**config.mk**
```make
export PLATFORM = sky130hd
export DESIGN_NAME = fsg_guard
export DESIGN_NICKNAME = d
export VERILOG_FILES = /design/src/fsg_guard.v /design/src/fsg_prot_reg.v
export VERILOG_INCLUDE_DIRS = /design/src
export SDC_FILE = /design/constraint.sdc
export NUM_CORES = 1
export LEC_CHECK = 0
export BUFFER_PORTS_ARGS = -buffer_cell sky130_fd_sc_hd__buf_2
export CAP_MARGIN = 20
export CORE_ASPECT_RATIO = 0.9
export CORE_MARGIN = 10
export CORE_UTILIZATION = 45
export DETAILED_ROUTE_END_ITERATION = 10
export GPL_ROUTABILITY_DRIVEN = 0
export GPL_TIMING_DRIVEN = 0
export HOLD_SLACK_MARGIN = 0.05
export PLACE_DENSITY = 0.75
export SETUP_SLACK_MARGIN = 0.4
export SLEW_MARGIN = 20
export SYNTH_ARGS = -nofsm -noshare
export SYNTH_HDL_FRONTEND = slang
export SYNTH_SLANG_ARGS = --single-unit
```
**constraint.sdc**
```tcl
create_clock -name i_mclk -period 6.5 [get_ports i_mclk]
set_input_delay 1.3 -clock i_mclk [delete_from_list [all_inputs] [get_ports i_mclk]]
set_output_delay 1.3 -clock i_mclk [all_outputs]
set_load 0.005 [all_outputs]
```
**src/fsg_defines.vh**
```
`ifndef FSG_DEFINES_VH
`define FSG_DEFINES_VH

// Flash geometry
`define FSG_PAGE_BYTES 512
`define FSG_PAGE_SHIFT 9
`define FSG_FLASH_BYTES 65536
`define FSG_ADDR_W 16
`define FSG_FUSE_W 8
`define FSG_WIN_BYTES 32768
`define FSG_WIN_SHIFT 15
`define FSG_WIN_SEL_W 1
// Default size fuse values used when a computed boundary is out of range
`define FSG_LOADER_FUSE_DEF 8'h00
`define FSG_CODE_FUSE_DEF 8'h00
// EEPROM geometry
`define FSG_EE_BYTES 256
`define FSG_EE_ADDR_W 8
`define FSG_EE_MAX_BLOCK_LOG 3'h5
`define FSG_EE_LOG_W 3
// Operation codes on i_op
`define FSG_OP_W 3
`define FSG_OP_NONE 3'h0
`define FSG_OP_FL_WRITE 3'h1
`define FSG_OP_FL_ERASE 3'h2
`define FSG_OP_EE_WRITE 3'h3
`define FSG_OP_EE_ERASE 3'h4
`define FSG_OP_EE_ERWR 3'h5
// Region codes
`define FSG_REG_W 2
`define FSG_REG_LOADER 2'h0
`define FSG_REG_CODE 2'h1
`define FSG_REG_DATA 2'h2
// Multi-page erase limit, as log2 of page count
`define FSG_MAX_PAGES_LOG 3'h5
`define FSG_PAGE_LOG_W 3
`define FSG_PAGE_IDX_W 7
`define FSG_BUSY_W 4
`define FSG_BUSY_CYCLES 4'h8

`endif

```
**src/fsg_guard.v**
```verilog
`timescale 1ns/100ps
`include "fsg_defines.vh"

// How it works
// - Flash is organised in 512-byte pages; a page is the smallest erase unit.
// - Erase covers whole pages only; writes may be a byte or a word.
// - A flash write into the region now executing is refused.
// - Code region writes are allowed only from code in the loader region.
// - Data region writes allowed from loader or code region; data region programs nothing.
// - Permitted flash programming halts the CPU; EEPROM programming does not.
// - Loader and code region sizes come from two fuses, 512 bytes per unit.
// - Loader from start to loader end; code to code end; rest is data.
// - Loader fuse zero makes the whole flash the loader region.
// - Code fuse zero with loader fuse nonzero: code region runs to flash end.
// - Code fuse not above loader fuse: no code region, data from loader end.
// - A boundary beyond the flash end (one past the last address) falls back to the fuse default.
// - Loader read protect blocks reads and execution of the loader region.
// - Read protect is set only from loader code and acts after leaving it.
// - Code and data write protect bits block further updates of their region.
// - EEPROM is 256 bytes, erased in aligned 1..32 byte blocks, written per byte.
// - An EEPROM erase-and-write of one byte is one combined operation.
// - Flash appears in data space in 32 KB blocks chosen by a window select.
module fsg_guard
#(
  parameter BUSY_CYCLES = `FSG_BUSY_CYCLES
)
(
  input wire i_mclk,
  input wire i_arst_n,
  input wire i_ce,
  input wire [`FSG_FUSE_W-1:0] i_loader_size_fuse,
  input wire [`FSG_FUSE_W-1:0] i_code_size_fuse,
  input wire [`FSG_ADDR_W-1:0] i_exec_addr,
  input wire i_op_req,
  input wire [`FSG_OP_W-1:0] i_op,
  input wire [`FSG_ADDR_W-1:0] i_target_addr,
  input wire i_word_write,
  input wire [`FSG_EE_LOG_W-1:0] i_ee_block_log,
  input wire [`FSG_PAGE_LOG_W-1:0] i_page_count_log,
  input wire i_read_req,
  input wire [`FSG_ADDR_W-1:0] i_read_addr,
  input wire i_set_loader_rp,
  input wire i_set_code_wp,
  input wire i_set_data_wp,
  input wire [`FSG_WIN_SEL_W-1:0] i_flash_window_select,
  input wire [`FSG_WIN_SHIFT-1:0] i_data_space_offset,
  output wire o_halt_cpu,
  output reg o_prog_start,
  output reg o_prog_is_flash,
  output reg [`FSG_ADDR_W-1:0] o_prog_addr,
  output reg [`FSG_ADDR_W-1:0] o_prog_len,
  output reg o_prog_erase,
  output reg o_prog_write,
  output reg o_refused,
  output wire o_read_blocked,
  output wire o_exec_blocked,
  output reg [`FSG_REG_W-1:0] o_exec_region,
  output reg [`FSG_ADDR_W:0] o_loader_end_boundary,
  output reg [`FSG_ADDR_W:0] o_code_end_boundary,
  output reg o_app_code_region_present,
  output reg o_app_data_region_present,
  output wire [`FSG_ADDR_W-1:0] o_window_addr,
  output wire o_loader_read_protect,
  output wire o_code_region_write_protect,
  output wire o_data_region_write_protect
);

  // One-hot states of the stall sequencer
  localparam ST_IDLE = 2'b01;
  localparam ST_BUSY = 2'b10;
  // Flash end is one past the last byte, so it needs the extra boundary bit
  localparam [`FSG_ADDR_W:0] FLASH_END_X = `FSG_FLASH_BYTES;
  // Page size held at address width so the erase length shift keeps its bits
  localparam [`FSG_ADDR_W-1:0] PAGE_LEN = `FSG_PAGE_BYTES;

  reg [1:0] state;
  reg [1:0] next_state;
  reg [3:0] busy_cnt;
  reg [3:0] next_busy_cnt;
  reg was_in_loader;
  reg rp_armed;
  reg [`FSG_ADDR_W:0] boot_b;
  reg [`FSG_ADDR_W:0] code_b;
  reg [`FSG_FUSE_W-1:0] lf;
  reg [`FSG_FUSE_W-1:0] cf;
  reg [`FSG_REG_W-1:0] tgt_region;
  reg allowed;
  reg is_flash_op;
  reg is_ee_op;
  reg [`FSG_ADDR_W-1:0] next_len;
  reg [`FSG_ADDR_W-1:0] next_addr;
  wire rp_bit;

  // Fuse units scale by the page size into a byte boundary
  function [`FSG_ADDR_W:0] fsg_units_to_bytes;
    input [`FSG_FUSE_W-1:0] units;
    begin
      fsg_units_to_bytes = {{(`FSG_ADDR_W+1-`FSG_FUSE_W){1'b0}}, units} << `FSG_PAGE_SHIFT;
    end
  endfunction

  // Region of an address given the two boundaries; used for exec, target and read
  function [`FSG_REG_W-1:0] fsg_region_of;
    input [`FSG_ADDR_W-1:0] addr;
    input [`FSG_ADDR_W:0] bnd_loader;
    input [`FSG_ADDR_W:0] bnd_code;
    begin
      if ({1'b0, addr} < bnd_loader)
        fsg_region_of = `FSG_REG_LOADER;
      else if ({1'b0, addr} < bnd_code)
        fsg_region_of = `FSG_REG_CODE;
      else
        fsg_region_of = `FSG_REG_DATA;
    end
  endfunction

  // Byte address inside the EEPROM, with a mask for block alignment
  function [`FSG_ADDR_W-1:0] fsg_ee_addr;
    input [`FSG_ADDR_W-1:0] addr;
    input [`FSG_EE_ADDR_W-1:0] mask;
    begin
      fsg_ee_addr = {{(`FSG_ADDR_W-`FSG_EE_ADDR_W){1'b0}}, addr[`FSG_EE_ADDR_W-1:0] & mask};
    end
  endfunction

  // Operations that clear cells before or instead of writing
  function fsg_op_erases;
    input [`FSG_OP_W-1:0] op;
    begin
      fsg_op_erases = (op == `FSG_OP_FL_ERASE) || (op == `FSG_OP_EE_ERASE) ||
        (op == `FSG_OP_EE_ERWR);
    end
  endfunction

  // Operations that program new data
  function fsg_op_writes;
    input [`FSG_OP_W-1:0] op;
    begin
      fsg_op_writes = (op == `FSG_OP_FL_WRITE) || (op == `FSG_OP_EE_WRITE) ||
        (op == `FSG_OP_EE_ERWR);
    end
  endfunction

  // Boundary calculation; out-of-range fuses fall back to defaults
  always @*
  begin
    lf = i_loader_size_fuse;
    cf = i_code_size_fuse;
    if (fsg_units_to_bytes(lf) > FLASH_END_X)
      lf = `FSG_LOADER_FUSE_DEF;
    if (fsg_units_to_bytes(cf) > FLASH_END_X)
      cf = `FSG_CODE_FUSE_DEF;
    // A rejected fuse reads as its default, so it then takes the zero-fuse paths
    if (lf == {`FSG_FUSE_W{1'b0}})
    begin
      boot_b = FLASH_END_X;
      code_b = FLASH_END_X;
    end
    else if (cf == {`FSG_FUSE_W{1'b0}})
    begin
      boot_b = fsg_units_to_bytes(lf);
      code_b = FLASH_END_X;
    end
    else if (cf <= lf)
    begin
      boot_b = fsg_units_to_bytes(lf);
      code_b = boot_b;
    end
    else
    begin
      boot_b = fsg_units_to_bytes(lf);
      code_b = fsg_units_to_bytes(cf);
    end
  end

  // Boundaries and region flags are registered so they glitch-free feed outputs
  always @(posedge i_mclk or negedge i_arst_n)
  begin
    if (!i_arst_n)
    begin
      o_loader_end_boundary <= {(`FSG_ADDR_W+1){1'b0}};
      o_code_end_boundary <= {(`FSG_ADDR_W+1){1'b0}};
      o_app_code_region_present <= 1'b0;
      o_app_data_region_present <= 1'b0;
      o_exec_region <= `FSG_REG_LOADER;
    end
    else if (i_ce)
    begin
      o_loader_end_boundary <= boot_b;
      o_code_end_boundary <= code_b;
      o_app_code_region_present <= (code_b > boot_b);
      o_app_data_region_present <= (code_b < FLASH_END_X);
      o_exec_region <= fsg_region_of(i_exec_addr, boot_b, code_b);
    end
  end

  // Read protect may only be requested from loader code; it arms on leaving
  assign rp_bit = o_loader_read_protect;

  fsg_prot_reg u_prot
  (
    .i_mclk(i_mclk),
    .i_arst_n(i_arst_n),
    .i_ce(i_ce),
    .i_set_loader_rp(i_set_loader_rp && (o_exec_region == `FSG_REG_LOADER)),
    .i_set_code_wp(i_set_code_wp),
    .i_set_data_wp(i_set_data_wp),
    .o_loader_rp(o_loader_read_protect),
    .o_code_wp(o_code_region_write_protect),
    .o_data_wp(o_data_region_write_protect)
  );

  // Protection arms once execution has been outside the loader with the bit set
  // Arming lags the registered region change by two edges; reads stay open that much longer
  always @(posedge i_mclk or negedge i_arst_n)
  begin
    if (!i_arst_n)
    begin
      rp_armed <= 1'b0;
      was_in_loader <= 1'b1;
    end
    else if (i_ce)
    begin
      was_in_loader <= (o_exec_region == `FSG_REG_LOADER);
      if (rp_bit && !was_in_loader)
        rp_armed <= 1'b1;
    end
  end

  assign o_read_blocked = rp_armed && i_read_req &&
    (fsg_region_of(i_read_addr, o_loader_end_boundary, o_code_end_boundary)
      == `FSG_REG_LOADER);
  assign o_exec_blocked = rp_armed && (o_exec_region == `FSG_REG_LOADER);

  // Data space window: selected 32 KB block plus offset
  assign o_window_addr = {i_flash_window_select, i_data_space_offset};

  // Permission decision for the current request
  always @*
  begin
    is_flash_op = (i_op == `FSG_OP_FL_WRITE) || (i_op == `FSG_OP_FL_ERASE);
    is_ee_op = (i_op == `FSG_OP_EE_WRITE) || (i_op == `FSG_OP_EE_ERASE) ||
      (i_op == `FSG_OP_EE_ERWR);
    tgt_region = fsg_region_of(i_target_addr, o_loader_end_boundary, o_code_end_boundary);
    allowed = 1'b0;
    if (is_flash_op)
    begin
      if (tgt_region == o_exec_region)
        allowed = 1'b0;
      else if (tgt_region == `FSG_REG_CODE)
        allowed = (o_exec_region == `FSG_REG_LOADER) && !o_code_region_write_protect;
      else if (tgt_region == `FSG_REG_DATA)
        allowed = (o_exec_region != `FSG_REG_DATA) && !o_data_region_write_protect;
      else
        allowed = 1'b0;
    end
    // EEPROM follows the same source limits but never halts the CPU
    else if (is_ee_op)
      allowed = (o_exec_region != `FSG_REG_DATA);
    // Length and aligned start of the affected area
    next_len = {{(`FSG_ADDR_W-1){1'b0}}, 1'b1};
    next_addr = i_target_addr;
    case (i_op)
      `FSG_OP_FL_ERASE:
      begin
        next_len = PAGE_LEN << i_page_count_log;
        next_addr = i_target_addr & ~(next_len - 16'h0001);
      end
      `FSG_OP_FL_WRITE:
      begin
        next_len = i_word_write ? 16'h0002 : 16'h0001;
        next_addr = i_word_write ? {i_target_addr[`FSG_ADDR_W-1:1], 1'b0} : i_target_addr;
      end
      `FSG_OP_EE_ERASE:
      begin
        next_len = 16'h0001 << i_ee_block_log;
        next_addr = fsg_ee_addr(i_target_addr, ~(next_len[`FSG_EE_ADDR_W-1:0] - 8'h01));
      end
      default:
        next_addr = is_ee_op ? fsg_ee_addr(i_target_addr, {`FSG_EE_ADDR_W{1'b1}}) :
          i_target_addr;
    endcase
    // Sizes beyond the largest block or page group are refused, not clipped
    if ((i_op == `FSG_OP_EE_ERASE) && (i_ee_block_log > `FSG_EE_MAX_BLOCK_LOG))
      allowed = 1'b0;
    if ((i_op == `FSG_OP_FL_ERASE) && (i_page_count_log > `FSG_MAX_PAGES_LOG))
      allowed = 1'b0;
  end

  // Halt only while a flash operation is under way
  // A low clock enable freezes the counter too, so the stall stretches with it
  always @*
  begin
    next_state = state;
    next_busy_cnt = busy_cnt;
    case (state)
      ST_IDLE:
        if (i_op_req && allowed && is_flash_op)
        begin
          next_state = ST_BUSY;
          next_busy_cnt = BUSY_CYCLES[3:0];
        end
      ST_BUSY:
        if (busy_cnt <= 4'h1)
          next_state = ST_IDLE;
        else
          next_busy_cnt = busy_cnt - 4'h1;
      default:
        next_state = ST_IDLE;
    endcase
  end

  assign o_halt_cpu = (state == ST_BUSY);

  // Issue accepted operations; refused ones only raise a pulse
  always @(posedge i_mclk or negedge i_arst_n)
  begin
    if (!i_arst_n)
    begin
      state <= ST_IDLE;
      busy_cnt <= 4'h0;
      o_prog_start <= 1'b0;
      o_prog_is_flash <= 1'b0;
      o_prog_addr <= {`FSG_ADDR_W{1'b0}};
      o_prog_len <= {`FSG_ADDR_W{1'b0}};
      o_prog_erase <= 1'b0;
      o_prog_write <= 1'b0;
      o_refused <= 1'b0;
    end
    else if (i_ce)
    begin
      state <= next_state;
      busy_cnt <= next_busy_cnt;
      o_prog_start <= 1'b0;
      o_refused <= 1'b0;
      // Unused operation codes fall through with neither start nor refusal
      if (i_op_req && (state == ST_IDLE) && (is_flash_op || is_ee_op))
      begin
        if (allowed)
        begin
          o_prog_start <= 1'b1;
          o_prog_is_flash <= is_flash_op;
          o_prog_addr <= next_addr;
          o_prog_len <= next_len;
          o_prog_erase <= fsg_op_erases(i_op);
          o_prog_write <= fsg_op_writes(i_op);
        end
        else
          o_refused <= 1'b1;
      end
    end
  end

endmodule

```
**src/fsg_prot_reg.v**
```verilog
`timescale 1ns/100ps
`include "fsg_defines.vh"

// Protection bit holder: three sticky bits that only reset clears
module fsg_prot_reg
(
  input wire i_mclk,
  input wire i_arst_n,
  input wire i_ce,
  input wire i_set_loader_rp,
  input wire i_set_code_wp,
  input wire i_set_data_wp,
  output reg o_loader_rp,
  output reg o_code_wp,
  output reg o_data_wp
);

  // Bits can only be set; a cleared state needs a reset
  always @(posedge i_mclk or negedge i_arst_n)
  begin
    if (!i_arst_n)
    begin
      o_loader_rp <= 1'b0;
      o_code_wp <= 1'b0;
      o_data_wp <= 1'b0;
    end
    else if (i_ce)
    begin
      if (i_set_loader_rp)
        o_loader_rp <= 1'b1;
      if (i_set_code_wp)
        o_code_wp <= 1'b1;
      if (i_set_data_wp)
        o_data_wp <= 1'b1;
    end
  end

endmodule

```
# Word-level counts from Yosys, hierarchy flattened
# Cells that the tools add are included.
# op_classes
add_sub_neg	3
multipliers	0
div	0
magnitude_cmp	14
eq_ne	14
n_shift	2
n_mux	34
bitwise_logic	4
reduce_logical	36
# ops
operator	count
$lt A16 B17 Y1	6
$pmux W16 S3	2
$mux W17	4
$gt A17 B17 Y1 const B	2
$mux W2	9
$gt A17 B17 Y1	1
$lt A17 B17 Y1 const B	1
$and A16 B16 Y16	1
$logic_not A8 Y1	2
$mux W16	1
$mux W8	2
$not A16 Y16	1
$shl A1 B3 Y16 const A	1
$shl A10 B3 Y16 const A	1
$sub A16 B1 Y16 const B	1
$logic_and A1 B1 Y1	13
$mux W1	12
$and A8 B8 Y8	1
$le A8 B8 Y1	1
$logic_or A1 B1 Y1	8
$mux W4	2
$not A8 Y8	1
$pmux W4 S2	1
$reduce_and A2 Y1	4
other kinds (18)	29
# totals
reg_bits	86
latchBits	0
ram_bits	0
romBits	0
inputBits	98
output_inout_bits	97
mem_count	0

# Longest topological paths before layout
# logic_depth
word_depth	14
ltp_mapped	18
mapped_depth_nobuf	18

# Hierarchy
# A second synthesis with hierarchy kept.
# hier_totals
cells_unflattened	557
hier_area_um2	5071.1
# by_module_without_submodules
mod	n_inst	cells_each	area_per_inst_um2
fsg_guard	1	551	4973.5
fsg_prot_reg	1	6	97.6

# Worst setup path before layout
# No wires, ideal clock.
# synth_timing
path_kind	input port to flip-flop
from	input i_loader_size_fuse[3]
to	register o_exec_region[1]
arrival_ns	4.924
path_slack_ns	1.446
stages	17
cell_sequence	or4_1 -> or3_4 -> ha_1 -> nand4_1 -> nand2b_1 -> a21oi_1 -> clkbuf_1 -> o21ai_0 -> o31ai_1 -> and2_1 -> inv_1 -> ha_1 -> a2111oi_0 -> nand2_1 -> a221oi_2 -> a31o_1 -> o22ai_1
# synth_via
elab_chain_len	9
elab_cells_between_ends	12
cone_classes	order compare: 4; mux: 7; reduce/logical: 1
# synth_rtl
item	line_no	rtl
start, declared	fsg_guard.v:31	input wire [`FSG_FUSE_W-1:0] i_loader_size_fuse,
$gt A17 B17 Y1	fsg_guard.v:149	if (fsg_units_to_bytes(lf) > FLASH_END_X)
$mux W8 (*)	fsg_guard.v:149	
$le A8 B8 Y1	fsg_guard.v:164	else if (cf <= lf)
$mux W17	fsg_guard.v:164	
$mux W17	fsg_guard.v:159	else if (cf == {`FSG_FUSE_W{1'b0}})
$mux W17 (*)	fsg_guard.v:154	if (lf == {`FSG_FUSE_W{1'b0}})
net code_b[12]	fsg_guard.v:83	reg [`FSG_ADDR_W:0] code_b;
$lt A16 B17 Y1 (*)	fsg_guard.v:110	else if ({1'b0, addr} < bnd_code)
$mux W2 (*)	fsg_guard.v:110	
$mux W2 (*)	fsg_guard.v:108	if ({1'b0, addr} < bnd_loader)
end signal, assigned	fsg_guard.v:185	o_exec_region <= `FSG_REG_LOADER;
end signal, assigned	fsg_guard.v:193	o_exec_region <= fsg_region_of(i_exec_addr, boot_b, code_b);
end, declared	fsg_guard.v:57	output reg [`FSG_REG_W-1:0] o_exec_region,
# The timed path passes the listed nets; every way through them passes the cells marked *.
# A chain may end at the register's enable or synchronous reset.

# Worst setup path after layout
# Same ends and word-level chain as after synthesis.

==> metrics.cfg <==
[yosys]
synth-seq-cells=67
largest_cells_by_area_after_synthesis=dfrtp_1 33%, ha_1 13%, buf_4 5.4%, inv_1 3.5%, mux2i_1 3.4%
syn-mean-instance-area_sq_um=9.11
proportion_of_synthesized_chip_area_in_sequential_cells_pct=33.7
netlist_top_cells_count=65 x dfrtp_1, 52 x ha_1, 46 x inv_1
synthDominantAreaCellType=dfrtp_1
edff_count_synth=0
synth_largest_type_area_fraction_pct=32.6
synthesis.instances=548
ys_async_sr_fraction_pct=100
synthesis.area_sq_mm=0.00499
yosys.cell_count.top_type=dfrtp_1
yosys_warnings=0
post_synth_num_cell_types=65
synthFlopType=dfrtp_1

[place]
place.port_buffers=137
postPlaceCellArea_sq_mm=0.00596
placedCellCount=856
preCtsSetupSlack_ns=0.894
detailed_place_hpwl_mm=11.9

[floorplanning]
io_pins=195
core_region_area_sq_mm=0.0109
fp.dieArea_sq_mm=0.0157
fp.dieH_um=120
number_of_rows_in_the_core_area=36
start_util_pct=46.0
dieWidth_um=131

[worst_setup_path]
setup.worst_path.class=in2reg
required_worst_endpoint_ns=6.69
worstPathMaxFanout=10
critical_path_start_type=input port
critPathArrivalTime_ns=5.55
worst_r2r_path_depth=10
crit_end_element=flip-flop
r2r_setup_slack_ns=3.63
reg2reg_launch_point=o_code_end_boundary[13]
reg2reg_end=o_prog_addr[12]

[clocking]
clk_pin_slew_worst_paths_ns=0.05
cts_made_buffers=9
cts_htree_levels=3
post-cts-setup-buffers=0
ctsHoldBuffers=0
tritoncts_clock_tree=done
cts-root-to-sink-buffers=2
worst_skew_pair.late_latency_ns=0.33
number_of_gates_given_a_new_drive_strength_after_cts=0
cell_chosen_for_the_clock_root=clkbuf_16
clock-sinks=67

[global_routing]
first_pass_grt_wire_length_mm=22.6
grt_remaining_overflow=0
grt.total_usage_pct=18.0
number_of_antenna_violations_at_the_first_check_in_global_routing=0
via_count_of_the_first_global_routing_pass=4752
grt_max_degree=42

[timing]
postLayoutSetupSlackWorst_ns=1.15
max_slew_headroom_at_the_worst_pin_pct=56.0
worst-slew-pin-transition_ns=0.653
final_period_minus_worst_setup_slack_ns=5.35
report.final.hold_viol_count=0
setup_repair_after_global_routing_missed_its_margin=false
period_share_pct=82.4
final-setup-viol-count=0
totalNegativeSetupSlack_ns=0
holdWs_ns=0.475
maxSlewViolCount=0
achievable-frequency_ghz=0.187
fin_worst_skew_ns=0.00378

[drt]
routed_via_density=5.15
routed_length_on_met1_mm=5.98
post_drt_wl_per_cell_um=16.3
post-route-drc-count=0
routed-via-count=4489
wl_met2_mm=6.56
final_antenna_net_count=0
routed-wl-met3_mm=1.22
drtIter0Drc=262
top_signal_layer_used=met4
detail_route.first_pass.iterations=4
totalWireLength_mm=14.2

[pwr]
total_power_mw=1.29
power.density_cell_area_mw_per_mm2=208
cellLeakagePower_nw=3.25
max-vdd-ir-drop_mv=0.148

[final_layout]
area.growth.synth_to_final_pct=24.6
finalNetCount=865
number_of_standard_cells_in_the_layout_taps_in_and_fillers_out=871
final_core_utilization_pct=57.3
final_cell_area_sq_mm=0.00622
drive_above_1_share_pct=30.3
diode_insertion_count_for_antenna_repair=0

[min_path]
timing.hold.worst.class=reg2reg
min_to=o_app_data_region_present
min_path_cells=1
min_from=o_app_data_region_present

[status]
status=completed

[run]
max_cap_violations=0

## registers in the layout, summed over array words and instances, names as in the netlist
register,cells
o_code_end_boundary,8
o_prog_addr,16
o_prog_len,15
o_app_code_region_present,1
o_prog_start,1
was_in_loader,1
rp_armed,1
u_prot.o_data_wp,1
u_prot.o_loader_rp,1
o_app_data_region_present,1
o_loader_end_boundary,8
u_prot.o_code_wp,1
o_prog_is_flash,1
o_exec_region,2
busy_cnt,4
state,2
o_prog_erase,1
o_refused,1
o_prog_write,1
## report_power, final
part	leakage [nW]	total, mW	switching, mW	internal, mW
combinational	2.27	0.348	0.183	0.165
sequential	0.850	0.509	0.0330	0.476
clock	0.132	0.435	0.171	0.264
total	3.25	1.29	0.387	0.905
## worst max-delay path: stages
cell	delay, ns
buf_2	0.12
or4_1	0.55
or3_4	0.42
ha_1	0.33
nand4_1	0.11
nand2b_1	0.15
a21oi_1	0.33
clkbuf_1	0.35
o21ai_0	0.13
o31ai_1	0.10
and2_1	0.22
inv_1	0.06
ha_1	0.29
a2111oi_0	0.40
nand2_1	0.12
a221oi_2	0.29
a31o_1	0.19
o22ai_1	0.07
## routing by layer
metal  GRT usage [%]  vias up
met2            29.8      165
li1                -     2215
met5               0        -
met4            8.82        0
met1            21.6     2079
met3            3.70       30
## area by class of cell
type                            count  area [sq um]
Buffer                             57           358
Clock buffer                       12           246
Clock inverter                      3          15.0
Fill cell                         982          4640
Inverter                           46           173
Multi-Input combinational cell    396          2850
Sequential cell                    67          1680
Tap cell                          152           190
Timing Repair Buffer              138           708
## worst max path at each step
stage	startpoint	endpoint	slack, ns	cells past startpoint
after floorplan	i_loader_size_fuse[3]	o_exec_region[1]	1.45	17
after detailed placement	i_loader_size_fuse[3]	o_exec_region[1]	0.89	18
final	i_loader_size_fuse[3]	o_exec_region[1]	1.15	18
after CTS	i_loader_size_fuse[3]	o_exec_region[1]	1.23	18
after global placement	i_loader_size_fuse[3]	o_exec_region[1]	1.01	18
after global routing	i_loader_size_fuse[3]	o_exec_region[1]	0.85	18
## cell usage in the layout (no fill, tap or decap), types with 4 or more instances in the layout
cell type    n
inv_1       46
nor2_1      23
conb_1      19
clkbuf_16    9
and2_1      11
o211ai_1     5
nand2_1     44
a21o_1      12
nand4_1      5
nor3b_1      4
o22ai_1      4
nand3_1     11
nor3_1      10
nor2b_1     13
a21oi_1     20
buf_2      143
ha_1        52
o21ai_0     34
o21a_1       7
o31ai_1      7
buf_4       37
mux2i_1     17
a21boi_0     5
nand2b_1    10
mux2_1      14
mux2_2       9
clkbuf_1    15
and3_1       7
dfrtp_1     65
## cells by family after synthesis
logic type	Yosys count	share of synthesized area (%)
mux	40	8.60
buf+inv	103	10.6
other cells	1	0.0752
xor+xnor	5	0.878
fa+ha+maj	52	13.0
flops	67	33.7
compound gates	123	16.7
simple gates	157	16.4
(Power assumes the default switching activity.)
